==> src/rtl/gio_pkg.sv <==
// Package: opcodes, widths, issue slots, constants and carrier types for the guarded integer unit
package gio_pkg;
    localparam int unsigned GIO_DW       = 32;
    localparam int unsigned GIO_CW       = 64;
    localparam int unsigned GIO_OPW      = 8;
    localparam int unsigned GIO_IMMW     = 7;
    localparam int unsigned GIO_DESTW    = 7;
    // --------------------------------------------------------------
    // Operation codes
    // --------------------------------------------------------------
    localparam logic [GIO_OPW-1:0] GIO_OP_HICYC = 8'h9b;  // 155
    localparam logic [GIO_OPW-1:0] GIO_OP_ABS   = 8'h2c;  // 44
    localparam logic [GIO_OPW-1:0] GIO_OP_ADD   = 8'h0c;  // 12
    localparam logic [GIO_OPW-1:0] GIO_OP_ADDI  = 8'h05;  // 5
    localparam logic [GIO_OPW-1:0] GIO_OP_AVG   = 8'h19;  // 25
    // --------------------------------------------------------------
    // Issue slots and constants
    // --------------------------------------------------------------
    localparam logic [2:0] GIO_SLOT_FCOMP = 3'h3;
    localparam logic [2:0] GIO_SLOT_MIN   = 3'h1;
    localparam logic [2:0] GIO_SLOT_MAX   = 3'h5;
    localparam logic [2:0] GIO_SLOT_AVG_B = 3'h3;
    localparam logic [GIO_CW-1:0] GIO_CNT_RST  = 64'h0;
    localparam logic [GIO_CW-1:0] GIO_CNT_ONE  = 64'h1;
    localparam logic [GIO_DW-1:0] GIO_ZERO32   = 32'h0;

    typedef struct packed {
        logic                 valid;
        logic [GIO_OPW-1:0]   opcode;
        logic [2:0]           slot;
        logic                 guard;      // Lsb of guard register
        logic [GIO_IMMW-1:0]  imm;
        logic [GIO_DESTW-1:0] dest;
        logic [GIO_DW-1:0]    src1;
        logic [GIO_DW-1:0]    src2;
    } gio_issue_t;

    typedef struct packed {
        logic                 we;
        logic [GIO_DESTW-1:0] dest;
        logic [GIO_DW-1:0]    data;
    } gio_wb_t;
endpackage

==> src/rtl/gio_unit.sv <==
// Guarded integer operations and high-word cycle counter read
// Functional notes
// - High cycle read returns slave counter bits 63:32, slot 3, one cycle latency.
// - Slave counter loads master only on successful interruptible jump and reset.
// - Low and high reads without jump between form one coherent snapshot.
// - Count-stall bit set: master counts every cycle; clear: only non-stall cycles.
// - Destination written only when guard lsb is one.
// - Absolute value: signed operand, unsigned magnitude, one cycle, slots 1 to 5.
// - Absolute value runs as two-operand form with zero first operand.
// - Add writes wrapped 32-bit sum, no overflow flag, one cycle.
// - Add-immediate adds unsigned 7-bit modifier, one cycle.
// - Average: sign-extend, add plus one, shift right one, two cycles.
`timescale 1ns/1ps
module gio_unit
    import gio_pkg::*;
(
    input  wire logic                  CLK,          // Core clock, 10 MHz
    input  wire logic                  SYS_RST,      // Async processor reset, high
    input  wire gio_pkg::gio_issue_t   ISSUE,        // Issued operation
    input  wire logic                  STALL,        // Processor stalled this cycle
    input  wire logic                  COUNT_STALL,  // Count-stall bit of status word
    input  wire logic                  IJMP_DONE,    // Interruptible jump completed
    output gio_pkg::gio_wb_t           ALU_WB,       // One-cycle result writeback
    output gio_pkg::gio_wb_t           AVG_WB,       // Two-cycle average writeback
    output logic [GIO_DW-1:0]          SNAP_LO       // Slave counter low word, for the low read
);
    import gio_pkg::*;

    // --------------------------------------------------------------
    // Cycle counters
    // --------------------------------------------------------------
    logic [GIO_CW-1:0] clock_tick_counter;
    logic [GIO_CW-1:0] slave_count;
    logic [GIO_CW-1:0] next_clock_tick_counter;
    logic [GIO_CW-1:0] next_slave_count;

    always_comb begin
        next_clock_tick_counter = clock_tick_counter;
        if (COUNT_STALL || !STALL) begin
            next_clock_tick_counter = clock_tick_counter + GIO_CNT_ONE;
        end
        next_slave_count = slave_count;
        if (IJMP_DONE) begin
            next_slave_count = clock_tick_counter;
        end
    end

    // Reset loads the slave with the master's reset value, so both read zero
    always_ff @(posedge CLK or posedge SYS_RST) begin
        if (SYS_RST) begin
            clock_tick_counter <= GIO_CNT_RST;
            slave_count        <= GIO_CNT_RST;
        end else begin
            clock_tick_counter <= next_clock_tick_counter;
            slave_count        <= next_slave_count;
        end
    end

    // --------------------------------------------------------------
    // Decode and one-cycle datapath
    // --------------------------------------------------------------
    logic              slot_alu;
    logic              take;
    logic [GIO_DW-1:0] abs_a;
    logic [GIO_DW-1:0] abs_b;
    gio_wb_t           next_alu_wb;
    logic [GIO_DW-1:0] next_snap_lo;

    assign slot_alu = (ISSUE.slot >= GIO_SLOT_MIN) && (ISSUE.slot <= GIO_SLOT_MAX);
    assign take     = ISSUE.valid && ISSUE.guard;

    always_comb begin
        // Shared two-operand absolute form; the pseudo op feeds zero as first source
        abs_a       = GIO_ZERO32;
        abs_b       = ISSUE.src2;
        next_alu_wb = '0;
        next_alu_wb.dest = ISSUE.dest;
        next_snap_lo = slave_count[GIO_DW-1:0];
        case (ISSUE.opcode)
            GIO_OP_HICYC: begin
                next_alu_wb.we   = take && (ISSUE.slot == GIO_SLOT_FCOMP);
                next_alu_wb.data = slave_count[GIO_CW-1:GIO_DW];
            end
            GIO_OP_ABS: begin
                next_alu_wb.we = take && slot_alu;
                // Most negative input wraps to itself, read as unsigned magnitude
                next_alu_wb.data = abs_b[GIO_DW-1] ? (abs_a - abs_b) : abs_b;
            end
            GIO_OP_ADD: begin
                next_alu_wb.we   = take && slot_alu;
                next_alu_wb.data = ISSUE.src1 + ISSUE.src2;
            end
            GIO_OP_ADDI: begin
                next_alu_wb.we   = take && slot_alu;
                next_alu_wb.data = ISSUE.src1 + {{(GIO_DW-GIO_IMMW){1'b0}}, ISSUE.imm};
            end
            default: begin
                next_alu_wb.we = 1'b0;
            end
        endcase
    end

    always_ff @(posedge CLK or posedge SYS_RST) begin
        if (SYS_RST) begin
            ALU_WB  <= '0;
            SNAP_LO <= '0;
        end else begin
            ALU_WB  <= next_alu_wb;
            SNAP_LO <= next_snap_lo;
        end
    end

    // --------------------------------------------------------------
    // Two-cycle average
    // --------------------------------------------------------------
    logic avg_go;
    logic avg_vld;
    logic [GIO_DESTW-1:0] avg_dest;
    logic [GIO_DW-1:0]    avg_data;

    assign avg_go = take && (ISSUE.opcode == GIO_OP_AVG) &&
                    ((ISSUE.slot == GIO_SLOT_MIN) || (ISSUE.slot == GIO_SLOT_AVG_B));

    gio_avg_stage u_avg (
        .clk      (CLK),
        .rst      (SYS_RST),
        .in_vld   (avg_go),
        .in_dest  (ISSUE.dest),
        .in_a     (ISSUE.src1),
        .in_b     (ISSUE.src2),
        .out_vld  (avg_vld),
        .out_dest (avg_dest),
        .out_data (avg_data)
    );

    // No output register; fed straight from the stage flops, which already register the result
    assign AVG_WB = '{we: avg_vld, dest: avg_dest, data: avg_data};
endmodule

==> src/rtl/gio_avg_stage.sv <==
// Two-cycle rounded signed average pipeline
`timescale 1ns/1ps
module gio_avg_stage
    import gio_pkg::*;
(
    input  wire logic                 clk,       // Core clock
    input  wire logic                 rst,       // Async reset, high
    input  wire logic                 in_vld,    // Guarded request
    input  wire logic [GIO_DESTW-1:0] in_dest,   // Destination
    input  wire logic [GIO_DW-1:0]    in_a,      // First source
    input  wire logic [GIO_DW-1:0]    in_b,      // Second source
    output logic                      out_vld,   // Result valid
    output logic [GIO_DESTW-1:0]      out_dest,  // Result destination
    output logic [GIO_DW-1:0]         out_data   // Result
);
    logic                 s1_vld;
    logic [GIO_DESTW-1:0] s1_dest;
    logic [GIO_DW:0]      s1_sum;
    logic                 next_s1_vld;
    logic [GIO_DESTW-1:0] next_s1_dest;
    logic [GIO_DW:0]      next_s1_sum;

    // 33-bit sum suffices: the 64-bit sign extension only replicates bit 32
    always_comb begin
        next_s1_vld  = in_vld;
        next_s1_dest = in_dest;
        next_s1_sum  = {in_a[GIO_DW-1], in_a} + {in_b[GIO_DW-1], in_b} + (GIO_DW+1)'(1);
    end

    always_ff @(posedge clk or posedge rst) begin
        if (rst) begin
            s1_vld   <= 1'b0;
            s1_dest  <= '0;
            s1_sum   <= '0;
            out_vld  <= 1'b0;
            out_dest <= '0;
            out_data <= '0;
        end else begin
            s1_vld   <= next_s1_vld;
            s1_dest  <= next_s1_dest;
            s1_sum   <= next_s1_sum;
            out_vld  <= s1_vld;
            out_dest <= s1_dest;
            out_data <= s1_sum[GIO_DW:1];
        end
    end
endmodule

==> config.mk <==
export PLATFORM = sky130hd
export DESIGN_NAME = gio_unit
export DESIGN_NICKNAME = d
export VERILOG_FILES = /design/src/rtl/gio_pkg.sv /design/src/rtl/gio_unit.sv /design/src/rtl/gio_avg_stage.sv
export SDC_FILE = /design/constraint.sdc
export NUM_CORES = 1
export LEC_CHECK = 0
export BUFFER_PORTS_ARGS = -buffer_cell sky130_fd_sc_hd__clkbuf_2
export CAP_MARGIN = 20
export CORE_MARGIN = 3
export CORE_UTILIZATION = 45
export DETAILED_ROUTE_END_ITERATION = 7
export PLACE_DENSITY = 0.65
export SYNTH_ARGS = -nofsm -noshare
export SYNTH_HDL_FRONTEND = slang
export SYNTH_HIERARCHICAL = 1
export SYNTH_SLANG_ARGS = --single-unit
==> constraint.sdc <==
create_clock -name CLK -period 14.88 [get_ports CLK]
set_input_delay 0 -clock CLK [delete_from_list [all_inputs] [get_ports CLK]]
set_output_delay 0 -clock CLK [all_outputs]
set_load 0.005 [all_outputs]
==> reports/results.txt <==
initial antenna violation count: 0
Final Hold Vio Count: 0
max cap viols: 0
slowest stage delay, CP: 550 ps
Top FF cell, synth: dfrtp_1
row cnt: 63
CTS sink cnt: 280
post-synth design cell area: 13900 um^2
PnR worst setup slack: 10910 ps
CP Cell Sequence: clkbuf_2, or4b_4, nor4_4, buf_4, mux2_2, ha_1, nand4_1, a2111oi_1, nor2_1, a31o_2, o211a_1, or4_1, nand3_1, dlygate4sd3_1
yosys warns: 6
part of the power in registers: 0.454
number of vias per cell: 5.42
internal power: 1.40 mW
Net Switching: 0.495 mW
WL final: 35000 um
Comb pwr share: 0.165
Worst Skew: 11.1 ps
CTS Buffer Depth: 3
IO Pins: 208
R2R Setup Slk: 12420 ps
Fin Setup TNS: 0 ps
Worst EP required: 15380 ps
Async S/R FF share, synth: 1.00
Power Total: 1.89 mW
Max VDD drop: 0.0000862 V
Seq/Total Area, Yosys: 0.503
Starting Density: 0.463
Port Buffers: 207
critical path peak fanout: 34
Slew Limit Fails: 0
Sw Share: 0.261
gpl congestion: 0.883
critical path class: in2reg
1st-iter DRT viols: 808
clock power share: 0.381
Post-synth EDFFs: 0
antenna-violating nets left: 0
status: completed
Post CTS Setup Buffer Count: 0
Root Buffer Master: clkbuf_16
Pleak: 8.26 nW
total die area: 33100 um^2
DIE WIDTH: 182 um
number of global-route vias before repair: 10700
Post-Syn Nets: 1407
core area: 30100 um^2
Total GRT Usage: 0.208
Seq cells post-synth: 280
Setup-failing EPs final: 0
Final Cycle Share: 0.267
clk slew on worst S/H paths: 60 ps
routed vias: 10700
Critical Path Sink: ALU_WB[30]
CP endpoint kind: flop
CTS tree: done
clk_lat worst skew: 560 ps
Wirelength per Cell: 17.8 um
CP arrival: 4470 ps
TritonCTS buffer count: 29
slew margin rel.: 0.318
setup slack after placement: 10780 ps
fmax: 0.252 GHz
post-route cell area: 17300 um^2
DRC: 0
Die Span Y: 182 um
total congestion overflow: 0
min cycle time layout: 3970 ps
WHS Path Cells: 5
H-tree Lvls: 1
P per Cell Area: 109 nW/um^2
startpoint type of the worst setup path: input port
Hold Path Class: in2reg
worst r2r src: clock_tick_counter[0]
critical path launch point: ISSUE[83]
Synth Area per Inst: 11.2 um^2
reg2reg end: clock_tick_counter[46]
Synth cell types: 87
first-pass GRT wire length: 56700 um
unrepaired setup endpoints after global routing: no
Synth Instances: 1243
diode count: 0
Worst Max-Slew Pin Slew: 1020 ps
placed wire-length estimate: 24800 um
DRT Pass-1 Iters: 5
fin nets: 1718
Area Growth Syn to Fin: 24.4%
largest net degree at the start of global routing: 143
share of cells above drive strength 1: 0.236
DP Area: 15400 um^2
Worst path slowest cell: or4b_4
reg2reg path depth: 7
-- synthesized netlist by cell type (18+ instances only) --
| cell type | number | area [um^2] |
|---|---|---|
| dfrtp_1 | 280 | 7010 |
| nand2_1 | 91 | 342 |
| xnor2_1 | 89 | 780 |
| mux2_2 | 70 | 788 |
| ha_1 | 66 | 826 |
| a21oi_1 | 63 | 315 |
| nor2_1 | 57 | 214 |
| o21ai_0 | 54 | 270 |
| xor2_1 | 52 | 455 |
| nor2b_1 | 35 | 219 |
| nand3_1 | 33 | 165 |
| clkbuf_1 | 26 | 97.6 |
| inv_1 | 25 | 93.8 |
| a21o_1 | 20 | 150 |
| and3_1 | 19 | 119 |
| nand4_1 | 19 | 119 |
| nor3_1 | 18 | 90.1 |
-- final cells by class --
cell class | count | area [um^2]
flip-flops and latches | 280 | 7010
repair buffers | 317 | 2110
multi-input cells | 901 | 6660
clock inverters | 16 | 160
fillers | 2561 | 12800
well taps | 390 | 488
clock buffers | 38 | 810
inverters | 25 | 103
-- per-layer routing --
metal / up-vias / global-route usage / wire [um]
li1: 5137 / - / -
met1: 5145 / 0.299 / 16100
met2: 320 / 0.330 / 15600
met3: 61 / 0.0315 / 2110
met4: 0 / 0.0612 / 1100
met5: - / 0 / 0
-- worst min path at each step --
stage / start / endpoint
finish: ISSUE[54] / u_avg/s1_sum[23]
global route: ISSUE[61] / u_avg/s1_sum[30]
CTS: ISSUE[54] / u_avg/s1_sum[23]
detailed placement: ISSUE[66] / u_avg/s1_dest[2]
global placement: ISSUE[66] / ALU_WB[34]
floorplan: ISSUE[64] / ALU_WB[32]
-- registers in the layout (all words and copies together) (netlist names) --
register,flops
u_avg/s1_dest,7
u_avg/out_data,32
u_avg/s1_vld,1
u_avg/s1_sum,32
slave_count,64
clock_tick_counter,64
ALU_WB,40
SNAP_LO,32
u_avg/out_vld,1
u_avg/out_dest,7
-- critical path, delay by kind of cell --
| kind | cells | cell delay [ps] |
|---|---|---|
| AO/OA/AOI/OAI | 3 | 990 |
| adder cells (fa/ha/maj) | 1 | 410 |
| buffers and inverters | 3 | 1020 |
| multiplexers | 1 | 390 |
| AND/OR/NAND/NOR | 6 | 1630 |
-- what timing repair did --
action	in CTS	in global routing
hold buffers	99	0
resized for setup	0	0
hold endpoints to repair	300	0
-- power groups by stage --
stage	logic (mW)	registers, mW	clock network [mW]
global route	0.347	0.868	0.776
CTS	0.311	0.859	0.743
detailed placement	0.281	0.873	0
global placement	0.278	0.870	0
floorplan	0.179	0.872	0
finish	0.312	0.859	0.721
-- cells by family (layout without fill, tap and decap cells) --
kind of cell | after synthesis | count (layout) | share of synthesized area
AO/OA/AOI/OAI | 264 | 264 | 0.128
XOR/XNOR | 141 | 141 | 0.0886
flip-flops | 280 | 280 | 0.503
multiplexers | 73 | 73 | 0.0587
AND/OR/NAND/NOR | 355 | 355 | 0.140
buffers and inverters | 62 | 396 | 0.0197
adder cells (fa/ha/maj) | 68 | 68 | 0.0621
-- cells in the final DEF (no fill, tap or decap), drive strengths merged, types with 12 or more instances in the layout --
master / instances
nor2: 60
and4: 12
xnor2: 89
and3: 19
nand4: 22
a22oi: 16
clkbuf: 245
mux2: 70
a21oi: 63
nand3: 34
dfrtp: 280
ha: 66
o31ai: 16
nand2b: 14
dlygate4sd3: 99
xor2: 52
inv: 25
o21ai: 56
nor3: 19
nand2: 91
nor2b: 35
a21o: 21
-- per-stage QoR --
stage | cells | hold slack (ps) | utilization
2_1_floorplan | 1243 | 31.4 | -
5_1_grt | 1967 | 54.0 | 0.576
3_3_place_gp | 1814 | 121 | 0.510
3_5_place_dp | 1814 | 124 | 0.510
4_1_cts | 1967 | 4.47 | 0.576
6_report | 1967 | 39.2 | 0.576
(Power assumes the default switching activity.)
